$ cat src/verilog/rcm_cfg.svh
// Offsets, field ranges, reset values and limits of the calendar block.
// Assumes byte addressing on a 32-bit APB with one word per register.
`ifndef RCM_CFG_SVH
`define RCM_CFG_SVH

`define RCM_OFS_NOW     8'h00
`define RCM_OFS_ALARM   8'h04
`define RCM_OFS_PRESET  8'h08
`define RCM_OFS_YEAR    8'h0C
`define RCM_OFS_ALYEAR  8'h10
`define RCM_OFS_PRYEAR  8'h14
`define RCM_OFS_CTRL    8'h18
`define RCM_OFS_RIS     8'h20
`define RCM_OFS_ICR     8'h28

`define RCM_F_SEC       5:0
`define RCM_F_MIN       11:6
`define RCM_F_HOUR      16:12
`define RCM_F_WDAY      19:17
`define RCM_F_MDAY      24:20
`define RCM_F_MONTH     28:25
`define RCM_F_YEAR      13:0
`define RCM_F_CKDIV     14:0
`define RCM_F_CKDEL     25:16
`define RCM_B_ENABLE    26
`define RCM_B_RIS       0

`define RCM_YEAR_RST    14'h2000
`define RCM_ALYEAR_RST  14'h2000
`define RCM_PRYEAR_RST  14'h0000
`define RCM_CKDIV_RST   15'h7FFF
`define RCM_CKDEL_RST   10'h000

`define RCM_SEC_MAX     6'h3B
`define RCM_HOUR_MAX    5'h17
`define RCM_WDAY_MAX    3'h7
`define RCM_MON_MAX     4'hC
`define RCM_MON_FEB     4'h2

`endif

$ cat src/verilog/rcm_pkg.sv
// Types shared by the calendar block.
// Assumes rcm_cfg.svh carries all numeric constants.
package rcm_pkg;
  typedef enum logic [1:0] {RCM_STOP, RCM_LOAD, RCM_RUN} rcm_state_t;
endpackage

$ cat src/verilog/rcm_cal_if.sv
// Running calendar values passed from the counter to the alarm matcher.
// Assumes both ends sit on core_clk.
`timescale 1ns/1ps
interface rcm_cal_if;
  logic [5:0]  sec;
  logic [5:0]  min;
  logic [4:0]  hour;
  logic [2:0]  wday;
  logic [4:0]  mday;
  logic [3:0]  month;
  logic [13:0] year;
  logic        upd;
  modport src (output sec, min, hour, wday, mday, month, year, upd);
  modport snk (input sec, min, hour, wday, mday, month, year, upd);
endinterface

$ cat src/verilog/rcm_top.sv
// Calendar registers, running calendar and alarm behind an APB slave.
// Assumes APB signals are synchronous to core_clk; slow_clock is a pin.
`timescale 1ns/1ps
`include "rcm_cfg.svh"

// What this block does
// RULE1: Weekday alarm zero ignores weekday
// RULE2: Weekday alarm 1-7 must equal weekday
// RULE3: Month-day alarm zero ignores month-day
// RULE4: Month-day alarm 1-31 must equal day
// RULE5: Month alarm zero ignores month
// RULE6: Month alarm 1-12 must equal month
// RULE7: Month alarm 13-15 never matches
// RULE8: Software presets seconds, minutes 0-59
// RULE9: Software presets hour 0-23 only
// RULE10: Preset weekday codes 1-7, never zero
// RULE11: Software presets day within month length
// RULE12: Software presets month codes 1-12
// RULE13: Current year read-only BCD, resets 0x2000
// RULE14: Year alarm writable BCD, resets 0x2000
// RULE15: Year preset writable BCD, resets zero
// RULE16: Invalid second, minute, hour alarms never match
// RULE17: Enable starts calendar, locks control register
// RULE18: Alarm match sets raw status bit
// RULE19: Alarm needs all included fields equal
// RULE20: Enabling copies presets into calendar counters
module rcm_top (
  input  wire logic        core_clk,
  input  wire logic        rstn,
  input  wire logic        psel,
  input  wire logic        penable,
  input  wire logic        pwrite,
  input  wire logic [7:0]  paddr,
  input  wire logic [31:0] pwdata,
  output logic      [31:0] prdata,
  output logic             pready,
  output logic             pslverr,
  input  wire logic        slow_clock,
  output logic             calendar_enable,
  output logic             one_hz_tick,
  output logic             alarm_event
);
  // Software-visible storage
  logic [28:0] alarm_reg;
  logic [28:0] preset_reg;
  logic [13:0] alyear_reg;
  logic [13:0] pryear_reg;
  logic [14:0] ckdiv_reg;
  logic [9:0]  ckdel_reg;
  logic        ris_reg;
  logic [31:0] prdata_reg;
  logic        pready_reg;
  logic        pslverr_reg;
  logic        en_reg;

  // Running calendar
  rcm_pkg::rcm_state_t st_reg;
  rcm_pkg::rcm_state_t st_next;
  logic [5:0]  sec_reg;
  logic [5:0]  min_reg;
  logic [4:0]  hour_reg;
  logic [2:0]  wday_reg;
  logic [4:0]  mday_reg;
  logic [3:0]  month_reg;
  logic [13:0] year_reg;
  logic        upd_reg;
  logic [5:0]  sec_next;
  logic [5:0]  min_next;
  logic [4:0]  hour_next;
  logic [2:0]  wday_next;
  logic [4:0]  mday_next;
  logic [3:0]  month_next;
  logic [13:0] year_next;

  // Bus decode
  logic        setup;
  logic        wr_go;
  logic        hit_alarm;
  logic        hit_preset;
  logic        hit_year;
  logic        hit_alyear;
  logic        hit_pryear;
  logic        hit_ctrl;
  logic        hit_ris;
  logic        hit_icr;
  logic        hit_now;
  logic        mapped;
  logic [31:0] rd_mux;
  logic [31:0] now_word;
  logic [31:0] ctrl_word;

  // Calendar carries
  logic        tick;
  logic        run;
  logic        hit;
  logic        c_sec;
  logic        c_min;
  logic        c_hour;
  logic        c_day;
  logic        c_mon;
  logic [4:0]  dim;
  logic [2:0]  pre_wday;

  rcm_cal_if cal ();

  // Leap year from a BCD year, century years checked on the upper pair
  function automatic logic div4(input logic [3:0] t, input logic [3:0] u);
    div4 = t[0] ? ((u == 4'h2) || (u == 4'h6))
                : ((u == 4'h0) || (u == 4'h4) || (u == 4'h8));
  endfunction

  function automatic logic leap(input logic [13:0] y);
    leap = (y[7:0] != 8'h00) ? div4(y[7:4], y[3:0])
                             : div4({2'b00, y[13:12]}, y[11:8]);
  endfunction

  // Days in the running month
  function automatic logic [4:0] month_len(input logic [3:0] m,
                                           input logic [13:0] y);
    case (m)
      4'h2:                      month_len = leap(y) ? 5'h1D : 5'h1C;
      4'h4, 4'h6, 4'h9, 4'hB:    month_len = 5'h1E;
      default:                   month_len = 5'h1F;
    endcase
  endfunction

  // BCD increment; the top digit has only two bits and wraps silently
  function automatic logic [13:0] bcd_inc(input logic [13:0] y);
    logic [15:0] d;
    logic        c;
    d = {2'b00, y};
    c = 1'b1;
    for (int i = 0; i < 4; i++) begin
      if (c) begin
        if (d[i*4 +: 4] == 4'h9) begin
          d[i*4 +: 4] = 4'h0;
        end else begin
          d[i*4 +: 4] = d[i*4 +: 4] + 4'h1;
          c = 1'b0;
        end
      end
    end
    bcd_inc = d[13:0];
  endfunction

  // APB decode: answer is ready in the first access cycle
  assign setup      = psel & ~penable;
  assign wr_go      = psel & penable & pwrite & pready_reg;
  assign hit_now    = (paddr == `RCM_OFS_NOW);
  assign hit_alarm  = (paddr == `RCM_OFS_ALARM);
  assign hit_preset = (paddr == `RCM_OFS_PRESET);
  assign hit_year   = (paddr == `RCM_OFS_YEAR);
  assign hit_alyear = (paddr == `RCM_OFS_ALYEAR);
  assign hit_pryear = (paddr == `RCM_OFS_PRYEAR);
  assign hit_ctrl   = (paddr == `RCM_OFS_CTRL);
  assign hit_ris    = (paddr == `RCM_OFS_RIS);
  assign hit_icr    = (paddr == `RCM_OFS_ICR);
  assign mapped     = hit_now | hit_alarm | hit_preset | hit_year |
                      hit_alyear | hit_pryear | hit_ctrl | hit_ris |
                      hit_icr;

  // Read words; reserved bits read as zero
  assign now_word  = {3'b000, month_reg, mday_reg, wday_reg, hour_reg,
                      min_reg, sec_reg};
  assign ctrl_word = {5'b00000, en_reg, ckdel_reg, 1'b0, ckdiv_reg};
  assign rd_mux =
    hit_now    ? now_word                   :
    hit_alarm  ? {3'b000, alarm_reg}        :
    hit_preset ? {3'b000, preset_reg}       :
    hit_year   ? {18'h00000, year_reg}      : // RULE13
    hit_alyear ? {18'h00000, alyear_reg}    :
    hit_pryear ? {18'h00000, pryear_reg}    :
    hit_ctrl   ? ctrl_word                  :
    hit_ris    ? {31'h00000000, ris_reg}    :
                 32'h00000000;

  // Bus answer registers, loaded in the setup cycle
  always_ff @(posedge core_clk or negedge rstn) begin
    if (!rstn) begin
      pready_reg  <= 1'b0;
      pslverr_reg <= 1'b0;
      prdata_reg  <= 32'h00000000;
    end else begin
      pready_reg  <= setup;
      pslverr_reg <= setup & ~mapped;
      if (setup) prdata_reg <= pwrite ? 32'h00000000 : rd_mux;
    end
  end

  // Alarm and preset storage
  always_ff @(posedge core_clk or negedge rstn) begin
    if (!rstn) begin
      alarm_reg  <= 29'h00000000; // RULE1 RULE3 RULE5
      preset_reg <= 29'h00000000;
      alyear_reg <= `RCM_ALYEAR_RST; // RULE14
      pryear_reg <= `RCM_PRYEAR_RST; // RULE15
    end else if (wr_go) begin
      if (hit_alarm)  alarm_reg  <= pwdata[28:0];
      if (hit_preset) preset_reg <= pwdata[28:0];
      if (hit_alyear) alyear_reg <= pwdata[`RCM_F_YEAR]; // RULE14
      if (hit_pryear) pryear_reg <= pwdata[`RCM_F_YEAR]; // RULE15
    end
  end

  // Control word: once enabled, only a reset unlocks it
  always_ff @(posedge core_clk or negedge rstn) begin
    if (!rstn) begin
      ckdiv_reg <= `RCM_CKDIV_RST;
      ckdel_reg <= `RCM_CKDEL_RST;
      en_reg    <= 1'b0;
    end else if (wr_go && hit_ctrl && !en_reg) begin // RULE17
      ckdiv_reg <= pwdata[`RCM_F_CKDIV];
      ckdel_reg <= pwdata[`RCM_F_CKDEL];
      en_reg    <= pwdata[`RCM_B_ENABLE];
    end
  end

  // Raw status: a match in the clearing cycle still sets the bit
  always_ff @(posedge core_clk or negedge rstn) begin
    if (!rstn) ris_reg <= 1'b0;
    else if (hit) ris_reg <= 1'b1; // RULE18
    else if (wr_go && hit_icr && pwdata[`RCM_B_RIS]) ris_reg <= 1'b0;
  end

  // Sequencer: stopped, one load cycle, then running
  always_comb begin
    case (st_reg)
      rcm_pkg::RCM_STOP: st_next = en_reg ? rcm_pkg::RCM_LOAD
                                          : rcm_pkg::RCM_STOP;
      rcm_pkg::RCM_LOAD: st_next = rcm_pkg::RCM_RUN;
      rcm_pkg::RCM_RUN:  st_next = rcm_pkg::RCM_RUN;
      default:           st_next = rcm_pkg::RCM_STOP;
    endcase
  end

  always_ff @(posedge core_clk or negedge rstn) begin
    if (!rstn) st_reg <= rcm_pkg::RCM_STOP;
    else st_reg <= st_next; // RULE17
  end

  assign run = (st_reg == rcm_pkg::RCM_RUN);

  // Carry chain of the running calendar
  assign dim    = month_len(month_reg, year_reg);
  assign c_sec  = (sec_reg == `RCM_SEC_MAX);
  assign c_min  = c_sec & (min_reg == `RCM_SEC_MAX);
  assign c_hour = c_min & (hour_reg == `RCM_HOUR_MAX);
  assign c_day  = c_hour & (mday_reg >= dim);
  assign c_mon  = c_day & (month_reg >= `RCM_MON_MAX);

  assign sec_next   = c_sec ? 6'h00 : sec_reg + 6'h01;
  assign min_next   = !c_sec ? min_reg : (c_min ? 6'h00 : min_reg + 6'h01);
  assign hour_next  = !c_min ? hour_reg
                             : (c_hour ? 5'h00 : hour_reg + 5'h01);
  assign wday_next  = !c_hour ? wday_reg
                    : ((wday_reg == `RCM_WDAY_MAX) ? 3'h1
                                                   : wday_reg + 3'h1);
  assign mday_next  = !c_hour ? mday_reg
                              : (c_day ? 5'h01 : mday_reg + 5'h01);
  assign month_next = !c_day ? month_reg
                             : (c_mon ? 4'h1 : month_reg + 4'h1);
  assign year_next  = c_mon ? bcd_inc(year_reg) : year_reg;

  // A zero weekday preset is not a valid weekday code, so use Sunday
  assign pre_wday = (preset_reg[`RCM_F_WDAY] == 3'h0) ? 3'h1
                                                      : preset_reg[`RCM_F_WDAY];

  // Calendar counters: preset on load, advance on each one second tick
  always_ff @(posedge core_clk or negedge rstn) begin
    if (!rstn) begin
      sec_reg   <= 6'h00;
      min_reg   <= 6'h00;
      hour_reg  <= 5'h00;
      wday_reg  <= 3'h1;
      mday_reg  <= 5'h01;
      month_reg <= 4'h1;
      year_reg  <= `RCM_YEAR_RST; // RULE13
    end else if (st_reg == rcm_pkg::RCM_LOAD) begin // RULE20
      sec_reg   <= preset_reg[`RCM_F_SEC];
      min_reg   <= preset_reg[`RCM_F_MIN];
      hour_reg  <= preset_reg[`RCM_F_HOUR];
      wday_reg  <= pre_wday; // RULE10
      mday_reg  <= preset_reg[`RCM_F_MDAY];
      month_reg <= preset_reg[`RCM_F_MONTH];
      year_reg  <= pryear_reg;
    end else if (run && tick) begin
      sec_reg   <= sec_next;
      min_reg   <= min_next;
      hour_reg  <= hour_next;
      wday_reg  <= wday_next;
      mday_reg  <= mday_next;
      month_reg <= month_next;
      year_reg  <= year_next;
    end
  end

  // Update strobe for the matcher, raised on the same edge the counters move
  always_ff @(posedge core_clk or negedge rstn) begin
    if (!rstn) upd_reg <= 1'b0;
    else upd_reg <= run & tick; // RULE19
  end

  assign cal.sec   = sec_reg;
  assign cal.min   = min_reg;
  assign cal.hour  = hour_reg;
  assign cal.wday  = wday_reg;
  assign cal.mday  = mday_reg;
  assign cal.month = month_reg;
  assign cal.year  = year_reg;
  assign cal.upd   = upd_reg;

  rcm_tick u_tick (
    .core_clk   (core_clk),
    .rstn       (rstn),
    .slow_clock (slow_clock),
    .ckdiv      (ckdiv_reg),
    .run        (run),
    .one_hz     (tick)
  );

  rcm_match u_match (
    .core_clk   (core_clk),
    .rstn       (rstn),
    .alarm_dt   (alarm_reg),
    .alarm_year (alyear_reg),
    .cal        (cal.snk),
    .hit        (hit)
  );

  // Outputs, each from a flip-flop
  assign prdata          = prdata_reg;
  assign pready          = pready_reg;
  assign pslverr         = pslverr_reg;
  assign calendar_enable = en_reg;
  assign one_hz_tick     = tick;
  assign alarm_event     = hit;
endmodule

$ cat src/verilog/rcm_tick.sv
// Slow clock synchroniser and divider producing the one second enable.
// Assumes slow_clock is far slower than core_clk.
`timescale 1ns/1ps
module rcm_tick (
  input  wire logic        core_clk,
  input  wire logic        rstn,
  input  wire logic        slow_clock,
  input  wire logic [14:0] ckdiv,
  input  wire logic        run,
  output logic             one_hz
);
  logic        s1_reg;
  logic        s2_reg;
  logic        s3_reg;
  logic        lvl_reg;
  logic [14:0] cnt_reg;
  logic        agree;
  logic        rise;
  logic        wrap;

  // A change counts only once the last two stages agree
  assign agree = (s2_reg == s3_reg);
  assign rise  = agree & s3_reg & ~lvl_reg;
  assign wrap  = (cnt_reg == ckdiv);

  // Three-stage synchroniser and settled level
  always_ff @(posedge core_clk or negedge rstn) begin
    if (!rstn) begin
      s1_reg  <= 1'b0;
      s2_reg  <= 1'b0;
      s3_reg  <= 1'b0;
      lvl_reg <= 1'b0;
    end else begin
      s1_reg  <= slow_clock;
      s2_reg  <= s1_reg;
      s3_reg  <= s2_reg;
      if (agree) lvl_reg <= s3_reg;
    end
  end

  // Divide by ckdiv plus one; zero stops the calendar tick entirely
  always_ff @(posedge core_clk or negedge rstn) begin
    if (!rstn) begin
      cnt_reg <= 15'h0000;
      one_hz  <= 1'b0;
    end else begin
      one_hz <= run & rise & wrap & (ckdiv != 15'h0000);
      if (!run) cnt_reg <= 15'h0000;
      else if (rise) cnt_reg <= wrap ? 15'h0000 : cnt_reg + 15'h0001;
    end
  end
endmodule

$ cat src/verilog/rcm_match.sv
// Alarm comparator: fires a one-cycle pulse after a matching update.
// Assumes upd pulses in the first cycle the calendar fields show new values.
`timescale 1ns/1ps
`include "rcm_cfg.svh"
module rcm_match (
  input  wire logic        core_clk,
  input  wire logic        rstn,
  input  wire logic [28:0] alarm_dt,
  input  wire logic [13:0] alarm_year,
  rcm_cal_if.snk           cal,
  output logic             hit
);
  logic [5:0] al_sec;
  logic [5:0] al_min;
  logic [4:0] al_hour;
  logic [2:0] al_wday;
  logic [4:0] al_mday;
  logic [3:0] al_mon;
  logic       m_time;
  logic       m_wday;
  logic       m_mday;
  logic       m_mon;
  logic       m_all;

  assign al_sec  = alarm_dt[`RCM_F_SEC];
  assign al_min  = alarm_dt[`RCM_F_MIN];
  assign al_hour = alarm_dt[`RCM_F_HOUR];
  assign al_wday = alarm_dt[`RCM_F_WDAY];
  assign al_mday = alarm_dt[`RCM_F_MDAY];
  assign al_mon  = alarm_dt[`RCM_F_MONTH];

  // Out-of-range time alarms never match
  assign m_time = (al_sec <= `RCM_SEC_MAX) && (al_sec == cal.sec) && // RULE16
                  (al_min <= `RCM_SEC_MAX) && (al_min == cal.min) &&
                  (al_hour <= `RCM_HOUR_MAX) && (al_hour == cal.hour);
  assign m_wday = (al_wday == 3'h0) || (al_wday == cal.wday); // RULE1 RULE2
  assign m_mday = (al_mday == 5'h00) || (al_mday == cal.mday); // RULE3 RULE4
  assign m_mon  = (al_mon == 4'h0) ||                       // RULE5
                  ((al_mon <= `RCM_MON_MAX) && (al_mon == cal.month)); // RULE6 RULE7
  assign m_all  = m_time & m_wday & m_mday & m_mon &
                  (alarm_year == cal.year);                 // RULE19

  // Compare only on a fresh one second update
  always_ff @(posedge core_clk or negedge rstn) begin
    if (!rstn) hit <= 1'b0;
    else hit <= cal.upd & m_all; // RULE19 RULE6
  end
endmodule

$ cat config.mk
export PLATFORM = sky130hd
export DESIGN_NAME = rcm_top
export DESIGN_NICKNAME = d
export VERILOG_FILES = /design/src/verilog/rcm_pkg.sv /design/src/verilog/rcm_cal_if.sv /design/src/verilog/rcm_top.sv /design/src/verilog/rcm_tick.sv /design/src/verilog/rcm_match.sv
export VERILOG_INCLUDE_DIRS = /design/src /design/src/verilog
export SDC_FILE = /design/constraint.sdc
export NUM_CORES = 1
export LEC_CHECK = 0
export ABC_AREA = 0
export BUFFER_PORTS_ARGS = -buffer_cell sky130_fd_sc_hd__buf_2
export CAP_MARGIN = 20
export CORE_ASPECT_RATIO = 0.5
export CORE_UTILIZATION = 60
export CTS_CLUSTER_DIAMETER = 60
export DETAILED_ROUTE_END_ITERATION = 8
export GPL_TIMING_DRIVEN = 1
export PLACE_DENSITY = 0.79
export SETUP_SLACK_MARGIN = 0.4
export SLEW_MARGIN = 20
export SYNTH_ARGS = -nofsm -noshare
export SYNTH_HDL_FRONTEND = slang
export SYNTH_SLANG_ARGS = --single-unit
$ cat constraint.sdc
create_clock -name core_clk -period 7.2 [get_ports core_clk]
set_clock_uncertainty 0.05 [all_clocks]
set_input_delay 0.72 -clock core_clk [delete_from_list [all_inputs] [get_ports core_clk]]
set_output_delay 0.72 -clock core_clk [all_outputs]
set_load 0.01 [all_outputs]
# After elaboration in Yosys (flattened, before gate mapping)
# Cells that the tools add are included.
# classes
n_eq_ne,40
n_addsub,11
div,0
bitwise_logic,31
muxes,59
shifts,0
n_mul,0
magnitude_cmp,6
n_reduce_logical,55
# op_table
operator,n
$mux W29,4
$mux W27,4
$mux W15,3
$mux W14,3
$mux W6,7
$mux W5,8
$mux W4,9
$eq A4 B4 Y1 const B,7
$eq A4 B3 Y1 const B,6
$eq A8 B5 Y1 const B,3
$and A1 B1 Y1,20
$reduce_bool A2 Y1,10
$reduce_and A2 Y1,9
$add A4 B1 Y4 const B,4
$eq A8 B4 Y1 const B,2
$eq A8 B6 Y1 const B,2
$add A15 B1 Y15 const B,1
$eq A15 B15 Y1,1
$mux W3,5
$reduce_bool A15 Y1,1
$eq A14 B14 Y1,1
$mux W1,13
$add A6 B1 Y6 const B,2
$eq A4 B2 Y1 const B,3
other kinds (36),74
# word_totals
latchBits,0
in_bits,46
wordCells,232
reg_bits,214
mem_bits_ro,0
mem_count,0
ram_bits,0

# Depth between registers and ports, before layout
# depth
depth_word,14
depth_mapped,14

# Cells and area by module
# A second synthesis with hierarchy kept.
# hier_totals
cells_unflattened,1130
hier_area_um2,11512.3
# modules_own_cells
mod,cells_per_inst,n_inst,area_each_um2
rcm_top,922,1,9696.8
rcm_tick,124,1,1206.2
rcm_match,84,1,609.3

# Worst setup path after synthesis
# Ideal clock, no wire load.
# synth_path
kind,reg2reg
start,register year_reg[12] (netlist: cal.year[12])
end,register year_reg[13] (netlist: cal.year[13])
required_time_ps,7085
slack_ps,4212
arrival_time_ps,2873
path_buffers,1
stages_incl_launch_ff,14
synth_period_minus_slack_ps,2988
cell_sequence,dfrtp_1 > clkbuf_1 > a211oi_1 > a31oi_1 > o2111ai_1 > a32oi_1 > a221oi_1 > ha_1 > nand2b_1 > a21oi_1 > nor3_4 > and4_1 > a211o_1 > nand3_1
# synth_between
elab_chain_len,9
elab_cells_between_ends,14
cone_classes,1 x add/sub; 1 x order compare; 8 x mux; 2 x bitwise; 2 x reduce/logical
# synth_lines
item,line,text
from (decl),rcm_top.sv:65,logic [13:0] year_reg;
from (signal assigned),rcm_top.sv:277,year_reg <= `RCM_YEAR_RST;
from (signal assigned),rcm_top.sv:285,year_reg <= pryear_reg;
from (signal assigned),rcm_top.sv:293,year_reg <= year_next;
$mux W1,rcm_top.sv:108,div4 = t[0] ? ((u == 4'h2) || (u == 4'h6))
$mux W1,rcm_top.sv:113,"leap = (y[7:0] != 8'h00) ? div4(y[7:4], y[3:0])"
$mux W1,rcm_top.sv:121,4'h2: month_len = leap(y) ? 5'h1D : 5'h1C;
$pmux W2 S2,rcm_top.sv:120,case (m)
$ge A5 B5 Y1,rcm_top.sv:248,assign c_day = c_hour & (mday_reg >= dim);
$and A1 B1 Y1,rcm_top.sv:248,
$and A1 B1 Y1,rcm_top.sv:249,assign c_mon = c_day & (month_reg >= `RCM_MON_MAX);
$reduce_bool A2 Y1 (no line),-,
$reduce_and A3 Y1 (no line),-,
# Several ways; a longest one is shown, not always the timed one. The select of a mux whose other input is x is not followed.
# A chain may end at the register's enable or synchronous reset.

# Worst setup path after layout
# layout_path
start,input port paddr[3]
end,register preset_reg[18]
# layout_between
elab_chain_len,2
# layout_lines
item,line,text
from (decl),rcm_top.sv:33,"input wire logic [7:0] paddr,"
$eq A8 B4 Y1 (no line),-,
$reduce_and A2 Y1 (no line),-,
to (signal assigned),rcm_top.sv:199,if (hit_preset) preset_reg <= pwdata[28:0];
to (decl),rcm_top.sv:45,logic [28:0] preset_reg;
# No other way between the ends.

==> flow_summary_export.csv <==
group,metric,value,unit
pwr,p_seq_share,50.1,%
timing,rsz0062_at_grt,"no",
drt,routed_wl,32.9,mm
finish,finalInstanceArea,12800,sq um
grt,grt_usage,33.8,%
drt,wl_per_cell,22.4,microns
yosys,yosys.area.top_type,"dfrtp_1",
setup_path,start_kind,"input port",
drt,vias_per_cell,6.65,
grt,antenna_found_initial,0,
pwr,finalPower,2.42,mW
pwr,power.density,189,nW/um^2
pwr,netSwitchingPower,0.577,mW
pwr,switching_share,23.9,%
yosys,synth_edf_count,0,
clock_network,root_buffer,"clkbuf_16",
yosys,synth.ff_latch_count,211,
placed_design,gp_congestion,0.945,
pwr,intPower,1.84,mW
drt,drc,0,
finish,multiInputGateArea,5860,sq um
clock_network,clk_latency,520,ps
clock_network,cts_buffers,20,
yosys,yosysMostFrequentCell,"dfrtp_1",
placed_design,port_buffers,76,
placed_design,placed_cell_area,12100,sq um
finish,seqCellArea,5310,sq um
setup_path,cp_max_fo,42,
timing,fin_crit_sh,54.5,%
yosys,synth.top_cell.area_share,41.0,%
status,status,"finished, final reports clean",
setup_path,reg2reg_from,"cal.year[10]",
drt,drt_pass1_iterations,5,
setup_path,worstSetupEndpointType,"flop",
floorplanning,die_w,199,microns
yosys,synth_area,11700,sq um
placed_design,dp.final_hpwl,22.4,mm
pwr,comb_power_share,5.5,%
floorplanning,core_area,18700,sq um
yosys,yosys_warnings,0,
setup_path,worstPathRequired,7550,ps
yosys,async_reset_ff_share,100,%
yosys,synthTopCellsByArea,"dfrtp_1 41%, mux2_2 9.7%, dfstp_2 4.5%",
floorplanning,die_height,101,microns
floorplanning,ioPinCount,83,
grt,grt-ovfl-total,0,
finish,nFillCells,1452,
clock_network,clkTransAtPathRegs,70,ps
drt,drt_iter0_drc,991,
setup_path,rr_worst_depth,12,
pwr,pwr-share-clk,44.4,%
yosys,yosysSeqAreaShare,45.5,%
floorplanning,initial_utilization,62.4,%
clock_network,cts_sinks,211,
setup_path,r2r_slack,3760,ps
clock_network,hold_buffers,0,
pwr,p_leak,5.91,nW
grt,grt_max_degree,100,
timing,setup_viol,0,
pwr,peakVddDrop,0.157,mV
floorplanning,row_count,35,
setup_path,cp.arrival,4270,ps
yosys,synth.distinct_cells,79,
timing,finalHoldViolations,0,
drt,detail-route-antenna-nets,0,
timing,post-route-min-period,3920,ps
clock_network,clockBufferDepth,3,
yosys,synthFlopType,"dfrtp_1",
clock_network,ctsResizeCount,0,
grt,grt_pass1_vias,9231,
timing,maxSlewViolCount,0,
clock_network,postCtsSetupBuffers,0,
yosys,yosys-top-cells-count,"191 x dfrtp_1, 111 x nand2_1, 100 x mux2_2",
flow_run,drv_cap,0,
yosys,syn_area_per_cell,9.97,sq um
grt,grt_pass1_wl,51.8,mm
setup_path,path_class,"in -> reg",
finish,n_antenna_cell,0,
min_path,hp-class,"in -> async",
timing,worst_slew_pin_slew,1080,ps
floorplanning,die_area,20000,sq um
drt,vias,9779,
finish,final_nets,1262,
clock_network,cts_tree,"built",
yosys,synthCells,1170,
timing,tns,0,ps
timing,relSlewSlack,27.8,%
timing,max_freq,255,MHz
finish,synthToLayoutAreaGrowth,9.50,%
finish,drive_gt1_share,21.8,%
clock_network,htreeDepth,1,
setup_path,startpoint,"paddr[3]",
-- kinds of logic (layout without fill, tap and decap cells) --
logic type | count (synthesis) | in the layout | share of synthesized area, %
adder cells (fa/ha/maj) | 18 | 18 | 1.93
AO/OA/AOI/OAI | 309 | 309 | 17.2
multiplexers | 130 | 130 | 12.3
AND/OR/NAND/NOR | 325 | 325 | 14.2
buffers and inverters | 118 | 158 | 4.46
other | 1 | 3 | 0.0322
XOR/XNOR | 58 | 58 | 4.36
flip-flops | 211 | 211 | 45.5
-- worst max-delay path, stage by stage --
cell	delay [ps]
buf_2	80
buf_4	450
and2b_1	610
nand2_1	660
nor3_4	920
buf_4	420
mux2_2	370
-- path summary, 6_finish.rpt --
| path | end |
|---|---|
| max | preset_reg[18] |
| min | u_tick.cnt_reg[5] |
| max reg2reg | cal.year[9] |
| min reg2reg | u_tick.s2_reg |
| max in group asynchronous | preset_reg[21] |
| min in group core_clk | u_tick.s1_reg |
-- metal layers --
| metal | global-route usage [%] | wire (microns) | part of all wire [%] | vias to the layer above |
|---|---|---|---|---|
| met5 | 0 | 0 | 0 | - |
| met4 | 11.5 | 920 | 2.8 | 0 |
| met3 | 8.46 | 3470 | 11 | 89 |
| met2 | 51.3 | 14700 | 45 | 538 |
| met1 | 47.5 | 13800 | 42 | 4825 |
| li1 | - | - | - | 4327 |
-- layout by cell type, fill, tap and decap left out, types with 29 or more instances in the layout --
| master | instances |
|---|---|
| a21oi_1 | 47 |
| buf_2 | 75 |
| dfrtp_1 | 191 |
| inv_1 | 29 |
| mux2_2 | 100 |
| nand2_1 | 111 |
| nand3_1 | 39 |
| nor2_1 | 66 |
| o21ai_0 | 87 |
| o22ai_1 | 30 |
| xnor2_1 | 29 |
| xor2_1 | 29 |
-- cell type report --
type / count / share of cell area (%)
Multi-Input combinational cell: 843 / 45.9
Sequential cell: 211 / 41.6
Clock buffer: 31 / 4.65
Timing Repair Buffer: 93 / 4.11
Tap cell: 259 / 2.54
Inverter: 29 / 0.853
Clock inverter: 5 / 0.392
-- metrics by stage --
step	setup slack [ps]	utilization, %	cells	hold WS [ps]
3_3_place_gp	2970	64.8	1434	290
2_1_floorplan	4210	-	1172	281
6_report	3280	68.3	1471	209
4_1_cts	3470	68.3	1471	254
3_5_place_dp	2960	64.8	1435	292
5_1_grt	3260	68.3	1471	247
-- power by group through the flow --
| stage | clock (mW) | combinational (mW) | sequential (mW) |
|---|---|---|---|
| final | 1.07 | 0.133 | 1.21 |
| after global routing | 1.13 | 0.144 | 1.21 |
| after CTS | 1.08 | 0.132 | 1.21 |
| after detailed placement | 0 | 0.131 | 1.23 |
| after global placement | 0 | 0.127 | 1.23 |
| after floorplan | 0 | 0.0645 | 1.23 |
Power figures use the tool's default switching activity.
